$ cat config.mk
export PLATFORM = sky130hd
export DESIGN_NAME = ctp_timer
export DESIGN_NICKNAME = d
export VERILOG_FILES = /design/src/rtl/ctp_pkg.sv /design/src/rtl/ctp_prescaler.sv /design/src/rtl/ctp_edge_detect.sv /design/src/rtl/ctp_timer.sv
export VERILOG_INCLUDE_DIRS = /design/src /design/src/rtl
export SDC_FILE = /design/constraint.sdc
export NUM_CORES = 1
export LEC_CHECK = 0
export BUFFER_PORTS_ARGS = -buffer_cell sky130_fd_sc_hd__buf_2
export CELL_PAD_IN_SITES_DETAIL_PLACEMENT = 0
export CELL_PAD_IN_SITES_GLOBAL_PLACEMENT = 1
export CORE_ASPECT_RATIO = 2
export CORE_MARGIN = 1.5
export CORE_UTILIZATION = 37
export DETAILED_ROUTE_END_ITERATION = 8
export PLACE_DENSITY_LB_ADDON = 0.1
export SLEW_MARGIN = 20
export SYNTH_ARGS = -nofsm -noshare
export SYNTH_HDL_FRONTEND = slang
export SYNTH_SLANG_ARGS = --single-unit
$ cat constraint.sdc
create_clock -name clk -period 5.86 [get_ports clk]
set_clock_uncertainty 0.05 [all_clocks]
set_input_delay 0 -clock clk [delete_from_list [all_inputs] [get_ports clk]]
set_output_delay 0 -clock clk [all_outputs]
set_load 0.01 [all_outputs]
$ cat src/rtl/ctp_defines.svh
`ifndef CTP_DEFINES_SVH
`define CTP_DEFINES_SVH
// ------------------------------------------------------------
// control bits of the upper counter control byte
// ------------------------------------------------------------
`define CTP_RUN_BIT 3
`define CTP_FF_INIT_BIT 7
// ------------------------------------------------------------
// lower counter control byte fields
// ------------------------------------------------------------
`define CTP_CLK_SEL_LSB 4
`define CTP_CLK_SEL_MSB 6
// ------------------------------------------------------------
// prescaler taps
// ------------------------------------------------------------
`define CTP_PRE_W 11
`define CTP_TAP_11 10
`define CTP_TAP_7 6
`define CTP_TAP_5 4
`define CTP_TAP_3 2
`define CTP_TAP_1 0
`define CTP_FS_TAP_3 2
`define CTP_FS_PRE_W 3
// ------------------------------------------------------------
// reset values, counter limit and count step
// ------------------------------------------------------------
`define CTP_CNT_RST 16'h0000
`define CTP_CNT_MAX 16'hFFFF
`define CTP_CNT_ONE 16'h0001
`define CTP_BYTE_RST 8'h00
`endif

$ cat src/rtl/ctp_pkg.sv
package ctp_pkg;
  typedef enum logic [1:0] {
    CTP_MODE_TIMER = 2'b00,
    CTP_MODE_EVENT = 2'b01,
    CTP_MODE_PWM = 2'b10,
    CTP_MODE_RSVD = 2'b11
  } ctp_mode_e;
  typedef enum logic [2:0] {
    CTP_CLK_D11 = 3'b000,
    CTP_CLK_D7 = 3'b001,
    CTP_CLK_D5 = 3'b010,
    CTP_CLK_D3 = 3'b011,
    CTP_CLK_FS = 3'b100,
    CTP_CLK_D1 = 3'b101,
    CTP_CLK_FC = 3'b110,
    CTP_CLK_EXT = 3'b111
  } ctp_clk_e;
endpackage

$ cat src/rtl/ctp_prescaler.sv
`timescale 1ns/1ns
`default_nettype none
`include "ctp_defines.svh"
module ctp_prescaler
  import ctp_pkg::*;
(
  input wire logic clk,
  input wire logic resetn,
  input wire logic run,
  input wire logic slow_mode,
  input wire logic divider_source_select,
  input wire logic fs_tick,
  input wire ctp_clk_e clk_sel,
  input wire logic pwm_mode,
  output logic tick
);
  logic [`CTP_PRE_W-1:0] pre_reg;
  logic [`CTP_PRE_W-1:0] pre_next;
  logic [`CTP_FS_PRE_W-1:0] fs_reg;
  logic [`CTP_FS_PRE_W-1:0] fs_next;
  logic [`CTP_PRE_W-1:0] rise;
  logic fs_rise;

  // ------------------------------------------------------------
  // dividers of fc and fs, held at zero while run is low
  // ------------------------------------------------------------
  always_comb begin
    pre_next = run ? pre_reg + 1'b1 : '0;
    fs_next = (run && fs_tick) ? fs_reg + 1'b1 : (run ? fs_reg : '0);
  end

  always_ff @(posedge clk or negedge resetn) begin
    if (!resetn) begin
      pre_reg <= '0;
      fs_reg <= '0;
    end else begin
      pre_reg <= pre_next;
      fs_reg <= fs_next;
    end
  end

  // tick when a divider bit would go high on this edge
  assign rise = pre_next & ~pre_reg;
  assign fs_rise = fs_tick && (fs_next[`CTP_FS_TAP_3] && !fs_reg[`CTP_FS_TAP_3]);

  // ------------------------------------------------------------
  // source selection
  // ------------------------------------------------------------
  always_comb begin
    tick = 1'b0;
    if (slow_mode) begin
      if (clk_sel == CTP_CLK_D11) begin
        tick = fs_rise;
      end else if (clk_sel == CTP_CLK_FS && pwm_mode) begin
        tick = fs_tick;
      end
    end else begin
      case (clk_sel)
        CTP_CLK_D11: tick = divider_source_select ? fs_rise : rise[`CTP_TAP_11];
        CTP_CLK_D7: tick = rise[`CTP_TAP_7];
        CTP_CLK_D5: tick = rise[`CTP_TAP_5];
        CTP_CLK_D3: tick = rise[`CTP_TAP_3];
        CTP_CLK_FS: tick = pwm_mode && fs_tick;
        CTP_CLK_D1: tick = pwm_mode && rise[`CTP_TAP_1];
        CTP_CLK_FC: tick = pwm_mode && run;
        default: tick = 1'b0;
      endcase
    end
  end
endmodule
`default_nettype wire

$ cat src/rtl/ctp_edge_detect.sv
`timescale 1ns/1ns
`default_nettype none
module ctp_edge_detect (
  input wire logic clk,
  input wire logic resetn,
  input wire logic pin,
  output logic fall
);
  logic [2:0] sync_reg;
  logic [2:0] sync_next;

  // ------------------------------------------------------------
  // two-stage synchroniser then falling edge of two samples
  // ------------------------------------------------------------
  always_comb begin
    sync_next = {sync_reg[1:0], pin};
  end

  always_ff @(posedge clk or negedge resetn) begin
    if (!resetn) begin
      sync_reg <= 3'h7;
    end else begin
      sync_reg <= sync_next;
    end
  end

  assign fall = sync_reg[2] && !sync_reg[1];
endmodule
`default_nettype wire

$ cat src/rtl/ctp_timer.sv
`timescale 1ns/1ns
`default_nettype none
`include "ctp_defines.svh"
module ctp_timer
  import ctp_pkg::*;
(
  input wire logic clk,
  input wire logic resetn,
  input wire logic [7:0] lower_counter_control,
  input wire logic [7:0] upper_counter_control,
  input wire ctp_mode_e mode,
  input wire logic slow_mode,
  input wire logic divider_source_select,
  input wire logic fs_tick,
  input wire logic external_count_pin,
  input wire logic [7:0] wr_data,
  input wire logic match_value_low_wr,
  input wire logic match_value_high_wr,
  input wire logic duty_value_low_wr,
  input wire logic duty_value_high_wr,
  output logic [7:0] duty_value_low,
  output logic [7:0] duty_value_high,
  output logic [15:0] count_value,
  output logic match_overflow_interrupt,
  output logic pwm_output_pin,
  output logic output_flipflop
);
  logic [7:0] match_lo_reg;
  logic [7:0] match_lo_next;
  logic [7:0] match_hi_reg;
  logic [7:0] match_hi_next;
  logic [15:0] duty_buf_reg;
  logic [15:0] duty_buf_next;
  logic [15:0] duty_act_reg;
  logic [15:0] duty_act_next;
  logic [15:0] cnt_reg;
  logic [15:0] cnt_next;
  logic ff_reg;
  logic ff_next;
  logic irq_reg;
  logic irq_next;
  logic run_reg;
  logic run_next;
  logic init_reg;
  logic init_next;
  logic [7:0] dlo_reg;
  logic [7:0] dlo_next;
  logic [7:0] dhi_reg;
  logic [7:0] dhi_next;
  logic run;
  logic ff_init;
  logic tick;
  logic ext_fall;
  logic step;
  logic is_pwm;
  logic use_ext;
  logic [15:0] match_val;
  ctp_clk_e clk_sel;

  function automatic logic [15:0] ctp_join(input logic [7:0] hi, input logic [7:0] lo);
    ctp_join = {hi, lo};
  endfunction

  assign run = upper_counter_control[`CTP_RUN_BIT];
  assign ff_init = upper_counter_control[`CTP_FF_INIT_BIT];
  assign clk_sel = ctp_clk_e'(lower_counter_control[`CTP_CLK_SEL_MSB:`CTP_CLK_SEL_LSB]);
  assign is_pwm = (mode == CTP_MODE_PWM);
  assign use_ext = (mode == CTP_MODE_EVENT) || (is_pwm && clk_sel == CTP_CLK_EXT);

  // ------------------------------------------------------------
  // count sources
  // ------------------------------------------------------------
  ctp_prescaler u_pre (
    .clk(clk),
    .resetn(resetn),
    .run(run),
    .slow_mode(slow_mode),
    .divider_source_select(divider_source_select),
    .fs_tick(fs_tick),
    .clk_sel(clk_sel),
    .pwm_mode(is_pwm),
    .tick(tick)
  );

  ctp_edge_detect u_edge (
    .clk(clk),
    .resetn(resetn),
    .pin(external_count_pin),
    .fall(ext_fall)
  );

  assign step = run && (use_ext ? ext_fall : tick);
  assign match_val = ctp_join(match_hi_reg, match_lo_reg);

  // ------------------------------------------------------------
  // registers written by software
  // ------------------------------------------------------------
  always_comb begin
    match_lo_next = match_value_low_wr ? wr_data : match_lo_reg;
    match_hi_next = match_value_high_wr ? wr_data : match_hi_reg;
    duty_buf_next = duty_buf_reg;
    if (duty_value_low_wr) begin
      duty_buf_next[7:0] = wr_data;
    end
    if (duty_value_high_wr) begin
      duty_buf_next[15:8] = wr_data;
    end
  end

  // ------------------------------------------------------------
  // counter, flip-flop, duty transfer
  // ------------------------------------------------------------
  always_comb begin
    cnt_next = cnt_reg;
    ff_next = ff_reg;
    irq_next = 1'b0;
    duty_act_next = duty_act_reg;
    run_next = run;
    init_next = ff_init;
    if (!run) begin
      duty_act_next = duty_buf_next;
      // a stop holds the level; only a later move of the init bit loads it
      // so the held level survives any number of stopped cycles
      if (!run_reg && ff_init != init_reg) begin
        ff_next = ff_init;
      end
      cnt_next = `CTP_CNT_RST;
    end else if (step) begin
      if (is_pwm) begin
        if (cnt_reg == `CTP_CNT_MAX) begin
          cnt_next = `CTP_CNT_RST;
          ff_next = !ff_reg;
          irq_next = 1'b1;
          duty_act_next = duty_buf_reg;
        end else begin
          cnt_next = cnt_reg + `CTP_CNT_ONE;
          if (cnt_next == duty_act_reg) begin
            ff_next = !ff_reg;
          end
        end
      end else begin
        cnt_next = cnt_reg + `CTP_CNT_ONE;
        if (cnt_next == match_val) begin
          cnt_next = `CTP_CNT_RST;
          irq_next = 1'b1;
        end
      end
    end
    // readback of the active value until the transfer while pwm runs, else of the buffer
    dlo_next = (is_pwm && run) ? duty_act_next[7:0] : duty_buf_next[7:0];
    dhi_next = (is_pwm && run) ? duty_act_next[15:8] : duty_buf_next[15:8];
  end

  always_ff @(posedge clk or negedge resetn) begin
    if (!resetn) begin
      match_lo_reg <= `CTP_BYTE_RST;
      match_hi_reg <= `CTP_BYTE_RST;
      duty_buf_reg <= `CTP_CNT_RST;
      duty_act_reg <= `CTP_CNT_RST;
      cnt_reg <= `CTP_CNT_RST;
      ff_reg <= 1'b0;
      irq_reg <= 1'b0;
      run_reg <= 1'b0;
      init_reg <= 1'b0;
      dlo_reg <= `CTP_BYTE_RST;
      dhi_reg <= `CTP_BYTE_RST;
    end else begin
      match_lo_reg <= match_lo_next;
      match_hi_reg <= match_hi_next;
      duty_buf_reg <= duty_buf_next;
      duty_act_reg <= duty_act_next;
      cnt_reg <= cnt_next;
      ff_reg <= ff_next;
      irq_reg <= irq_next;
      run_reg <= run_next;
      init_reg <= init_next;
      dlo_reg <= dlo_next;
      dhi_reg <= dhi_next;
    end
  end

  assign count_value = cnt_reg;
  assign match_overflow_interrupt = irq_reg;
  assign output_flipflop = ff_reg;
  assign pwm_output_pin = !ff_reg;
  assign duty_value_low = dlo_reg;
  assign duty_value_high = dhi_reg;

  // ------------------------------------------------------------
  // checks
  // ------------------------------------------------------------
  property p_match_clear;
    @(posedge clk) disable iff (!resetn)
      (run && step && !is_pwm && (cnt_reg + `CTP_CNT_ONE) == match_val)
      |=> (cnt_reg == `CTP_CNT_RST) && match_overflow_interrupt;
  endproperty
  a_match_clear: assert property (p_match_clear) else $error("match did not clear");

  property p_count_up;
    @(posedge clk) disable iff (!resetn)
      (run && step && !is_pwm && (cnt_reg + `CTP_CNT_ONE) != match_val)
      |=> cnt_reg == $past(cnt_reg) + `CTP_CNT_ONE;
  endproperty
  a_count_up: assert property (p_count_up) else $error("counter did not step");

  property p_hold_idle;
    @(posedge clk) disable iff (!resetn)
      (run && !step) |=> $stable(cnt_reg);
  endproperty
  a_hold_idle: assert property (p_hold_idle) else $error("counter moved without source");

  property p_pwm_ovf;
    @(posedge clk) disable iff (!resetn)
      (run && step && is_pwm && cnt_reg == `CTP_CNT_MAX)
      |=> match_overflow_interrupt && cnt_reg == `CTP_CNT_RST && ff_reg != $past(ff_reg);
  endproperty
  a_pwm_ovf: assert property (p_pwm_ovf) else $error("pwm overflow wrong");

  property p_pwm_duty;
    @(posedge clk) disable iff (!resetn)
      (run && step && is_pwm && cnt_reg != `CTP_CNT_MAX && cnt_reg + `CTP_CNT_ONE == duty_act_reg)
      |=> ff_reg != $past(ff_reg) && !match_overflow_interrupt;
  endproperty
  a_pwm_duty: assert property (p_pwm_duty) else $error("duty match did not toggle");

  property p_pin_inverse;
    @(posedge clk) disable iff (!resetn) pwm_output_pin != output_flipflop;
  endproperty
  a_pin_inverse: assert property (p_pin_inverse) else $error("pin not inverse");

  property p_stop_hold;
    @(posedge clk) disable iff (!resetn)
      (run_reg && !run) |=> ff_reg == $past(ff_reg);
  endproperty
  a_stop_hold: assert property (p_stop_hold) else $error("stop changed pin");

  property p_stop_xfer;
    @(posedge clk) disable iff (!resetn)
      (!run && duty_value_low_wr) ##1 !run |-> duty_act_reg[7:0] == $past(wr_data);
  endproperty
  a_stop_xfer: assert property (p_stop_xfer) else $error("stopped duty not moved");

  property p_run_buffer;
    @(posedge clk) disable iff (!resetn)
      (run && is_pwm && !(step && cnt_reg == `CTP_CNT_MAX)) |=> $stable(duty_act_reg);
  endproperty
  a_run_buffer: assert property (p_run_buffer) else $error("duty moved mid-period");

  property p_irq_cause;
    @(posedge clk) disable iff (!resetn)
      match_overflow_interrupt |-> $past(run && step);
  endproperty
  a_irq_cause: assert property (p_irq_cause) else $error("interrupt without count step");

  property p_pwm_quiet;
    @(posedge clk) disable iff (!resetn)
      (run && is_pwm && !(step && cnt_reg == `CTP_CNT_MAX)
        && !(step && cnt_reg + `CTP_CNT_ONE == duty_act_reg))
      |=> $stable(ff_reg);
  endproperty
  a_pwm_quiet: assert property (p_pwm_quiet) else $error("pwm flip-flop moved off match");

  property p_stop_keep;
    @(posedge clk) disable iff (!resetn)
      (!run && !run_reg && ff_init == init_reg)
      |=> $stable(output_flipflop);
  endproperty
  a_stop_keep: assert property (p_stop_keep) else $error("stopped level not held");

  property p_init_load;
    @(posedge clk) disable iff (!resetn)
      (!run && !run_reg && ff_init != init_reg)
      |=> output_flipflop == $past(ff_init);
  endproperty
  a_init_load: assert property (p_init_load) else $error("init bit not loaded");
endmodule
`default_nettype wire

## Word-level counts from Yosys, hierarchy flattened

Cells that the tools add are included.

- Output and inout port bits: 35
- Logic and storage cells: 89
- Register bits: 101

- Mux-type cells: 33
- Reductions and logical operators: 19
- Equality and inequality tests: 17
- Bitwise gates (word level): 2
- Add/subtract/negate cells: 3

Operator list:

| kind | count |
|---|---|
| $mux W16 | 9 |
| $eq A16 B16 Y1 | 2 |
| $mux W8 | 4 |
| $add A16 B1 Y16 const B | 1 |
| $eq A16 B16 Y1 const B | 1 |
| $mux W1 | 16 |
| $eq A3 B3 Y1 const B | 4 |
| $add A11 B1 Y11 const B | 1 |
| $and A11 B11 Y11 | 1 |
| $logic_and A1 B1 Y1 | 11 |
| $mux W11 | 1 |
| $not A11 Y11 | 1 |
| $pmux W1 S7 | 1 |
| $eq A3 B2 Y1 const B | 2 |
| $mux W3 | 2 |
| $ne A2 B1 Y1 const B | 3 |
| $logic_not A1 Y1 | 4 |
| $reduce_and A4 Y1 | 1 |
| $add A3 B1 Y3 const B | 1 |
| $eq A3 B1 Y1 const B | 1 |
| $logic_not A3 Y1 | 1 |
| $ne A3 B1 Y1 const B | 1 |
| $eq A2 B1 Y1 const B | 1 |
| $eq A2 B2 Y1 const B | 1 |
| other kinds (3) | 3 |

## Logic depth before layout (Yosys ltp)

- Depth after elaboration: 12
- Gate-level depth with buffers: 10

## Hierarchy

From an unflattened synthesis, not the netlist that was laid out.

- Cell total of the unflattened synthesis: 579
- Area total of the unflattened synthesis: 5,859.4 µm²

Modules (own cells, without submodules):

| module | area an instance (µm²) | instances | cells each | sequential area each (µm²) |
|---|---|---|---|---|
| ctp_timer | 4,927.2 | 1 | 493 | 2,102.0 |
| ctp_prescaler | 839.6 | 1 | 82 | 350.3 |
| ctp_edge_detect | 92.6 | 1 | 4 | 78.8 |

## Least setup slack after synthesis

OpenSTA, ideal clock, no wires.

- Kind: flip-flop to flip-flop
- Start point: register cnt_reg[1], in the netlist count_value[1]
- End point: register cnt_reg[5], in the netlist count_value[5]
- Buffers on the path: 2
- Setup time: 137 ps
- Arrival time: 2,646 ps
- Clock period less this slack: 2,833 ps
- Setup slack: 3,027 ps
- Data required time: 5,673 ps
- Cell stages (with the launch flop): 11
- Path through: dfrtp_1 ha_1 nand4_1 or4_4 buf_6 xnor2_2 a211oi_1 nand4_2 buf_2 a2bb2oi_1 o31ai_2

- Word-level cells in the longest chain between the ends: 6
- Elaborated cells on any way between the ends: 8
- Those cells by class: 1 x add/sub; 2 x eq/ne; 5 x mux

Ends and longest elaborated chain:

| item | RTL line | text |
|---|---|---|
| start, declared | ctp_timer.sv:36 | `logic [15:0] cnt_reg;` |
| start signal, assigned | ctp_timer.sv:160 | `` cnt_reg <= `CTP_CNT_RST; `` |
| start signal, assigned | ctp_timer.sv:172 | `cnt_reg <= cnt_next;` |
| $add A16 B1 Y16 (no line) | n/a |  |
| $eq A16 B16 Y1 | ctp_timer.sv:143 | `if (cnt_next == match_val) begin` |
| $mux W16 | ctp_timer.sv:143 |  |
| $mux W16 * | ctp_timer.sv:129 | `if (is_pwm) begin` |
| $mux W16 * | ctp_timer.sv:128 | `end else if (step) begin` |
| $mux W16 * | ctp_timer.sv:120 | `if (!run) begin` |

Every way passes the cells marked *; elsewhere a longest branch is shown, timed or not. The select of a mux whose other input is x is not followed.
A chain may end at the register's enable or synchronous reset.

## Worst setup path after layout

- Start point: register cnt_reg[0], in the netlist count_value[0]
- End point: register cnt_reg[8], in the netlist count_value[8]

Same word-level chain as after synthesis.

==> flow_summary.json <==
{
  "worstSetupStartpoint": "count_value[0]$_DFFE_PN0P_",
  "area.sequential_mm2": 0.002531,
  "firstDrtPassIters": 4,
  "holdWs_ns": 0.01934,
  "clkSlewWorstSetupHoldPaths_ns": 0.08,
  "synth_top_area_share_pct": 44.93,
  "cts_buffers": 9,
  "synth_edf_count": 0,
  "yosys.cell_types.count": 70,
  "vias": 4161,
  "maxCapViolCount": 0,
  "slew_viol_final": 0,
  "drive_gt1_share_pct": 22.91,
  "drtAntennaViolNets": 0,
  "diodes": 0,
  "drt_first_iter_violations": 220,
  "crit_fanout": 14,
  "clockBufferDepth": 2,
  "grt_pass1_wl_um": 23030,
  "die_h_um": 174.8,
  "final_hold_viol_count": 0,
  "cts.sinks": 101,
  "slew_headroom_pct": 40.79,
  "hp-class": "input port to register",
  "ir_drop_uv": 123.6,
  "finalSetupTns_ns": 0,
  "gp_congestion": 0.8282,
  "ys.flop_type": "dfrtp_1",
  "setup_ws_ns": 1.917,
  "n_fill_cell": 1448,
  "vias_per_cell": 5.355,
  "post-route-util_pct": 43.79,
  "wl_um": 14640,
  "rsz0062_at_grt": "no",
  "total_power_mw": 1.602,
  "grt_overflow_total": 0,
  "status": "completed",
  "ys_warn_count": 0,
  "track_usage_pct": 20.05,
  "start_util_pct": 38.03,
  "synthesis.nets": 565,
  "fmax_mhz": 253.6,
  "synth_most_common_cell": "dfrtp_1",
  "dp_worst_setup_slack_ns": 1.948,
  "cts_resized": 0,
  "worstPathArrival_ns": 4.09,
  "synth_seq_cells": 101,
  "multi_input_area_mm2": 0.002704,
  "core_area_mm2": 0.01435,
  "layout.nets": 620,
  "rows": 62,
  "postSynthCellCount": 526,
  "criticalPathCategory": "register to register",
  "cts_hold_buf": 13,
  "area_growth_pct": 15.15,
  "clock-root-buffer": "clkbuf_16",
  "setup_viol": 0,
  "required_ns": 6.01,
  "yosys.area.top_type": "dfrtp_1",
  "tightest_slew_ns": 0.8771,
  "die_area_mm2": 0.01553,
  "cp-start-kind": "register",
  "hpwlAfterDp_um": 10970,
  "drc": 0,
  "syn_area_per_cell_um2": 10.38,
  "powerDensity_mw_per_mm2": 254.9,
  "grt_max_degree": 65,
  "grt_pass1_vias": 4150,
  "die_x_um": 88.88,
  "p_leak_nw": 2.737,
  "layoutNonFillerInstCount": 777,
  "synthArstFlopShare_pct": 100.0,
  "pin_count": 71,
  "htreeDepth": 3,
  "post_cts_buffers": 0,
  "fin_crit_sh_pct": 67.29,
  "synth_seq_area_share_pct": 46.38,
  "placed_area_mm2": 0.005873,
  "antenna_found_initial": 0,
  "hold_start": "match_value_high_wr",
  "synth_area_mm2": 0.005458,
  "synthTopCellsByArea": "dfrtp_1, mux2_2, xnor2_1",
  "clock_latency_ns": 0.35,
  "wl_per_cell_um": 18.84,
  "port_buffers": 59,
  "cp-end-kind": "register",
  "yosys-top-cells-count": "dfrtp_1, nor2_1, a21oi_1",
  "fin_crit_ns": 3.943,
  "fin_area_mm2": 0.006285,
  "dp.cells": 749,
  "cts_tree": "done",
  "rr_startpoint": "count_value[0]$_DFFE_PN0P_"
}
[area by class of cell]
class | count | share of cell area, %
inverter | 17 | 1.015
clock buffer | 9 | 3.584
tap | 192 | 3.822
clock inverter | 6 | 0.8760
multi-input combinational | 375 | 43.02
timing repair buffer | 77 | 7.406
sequential | 101 | 40.27
[logic make-up after synthesis]
logic type | count (synthesis) | share of synthesized area (%)
simple gates | 176 | 17.81
mux | 51 | 10.09
xor+xnor | 55 | 9.468
fa+ha+maj | 3 | 0.6878
buf+inv | 50 | 4.104
flops | 101 | 46.38
compound gates | 90 | 11.46
[power breakdown]
| part | leakage (nW) | total, mW | switching, mW | internal [mW] |
|---|---|---|---|---|
| registers | 1.23 | 0.791 | 0.0382 | 0.753 |
| clock network | 0.132 | 0.576 | 0.282 | 0.294 |
| logic | 1.37 | 0.234 | 0.129 | 0.106 |
| total | 2.74 | 1.60 | 0.449 | 1.15 |
[placed cells by master (no fill, tap or decap), types with 6 or more instances in the layout]
cell           instances
nand2_1               24
buf_4                  6
buf_2                 58
inv_1                 17
nor2_1                59
xor2_1                23
nand4_1               13
nor4_1                14
o221ai_1               8
mux2i_1               19
a21oi_1               38
dlygate4sd3_1         13
mux2_2                32
dfrtp_1               98
xnor2_1               29
nand3_1               18
clkbuf_16              9
[path summary, 6_finish.rpt]
check,endpoint,slack [ns],depth (start not counted)
setup / recovery,count_value[8]$_DFFE_PN0P_,1.92,8
hold / removal,match_hi_reg[4]$_DFFE_PN0P_,0.02,2
setup reg to reg,count_value[8]$_DFFE_PN0P_,1.92,8
hold reg to reg,u_edge.sync_reg[1]$_DFF_PN1_,0.31,0
max in group asynchronous,duty_act_reg[4]$_DFF_PN0_,4.47,3
min in group asynchronous,count_value[10]$_DFFE_PN0P_,0.11,2
[worst max-delay path: stages, from the launching register on]
cell and delay (ns):
dfrtp_1 0.62, ha_1 0.35, and4_1 0.48, nand4_1 0.28, xnor2_1 0.22, nor4_1 0.57, nand4_2 0.58, nand4_4 0.45
o221ai_1 0.17
[layer usage]
| metal | share of wire, % | up-vias | GRT usage, % | routed length (µm) |
|---|---|---|---|---|
| li1 | - | 1988 | - | - |
| met1 | 37 | 2058 | 21.81 | 5484 |
| met2 | 56 | 97 | 37.72 | 8257 |
| met3 | 3.4 | 18 | 2.504 | 496 |
| met4 | 2.8 | 0 | 7.747 | 403 |
| met5 | 0 | - | 0 | 0 |
No activity file was read; power rests on OpenSTA's default activity.
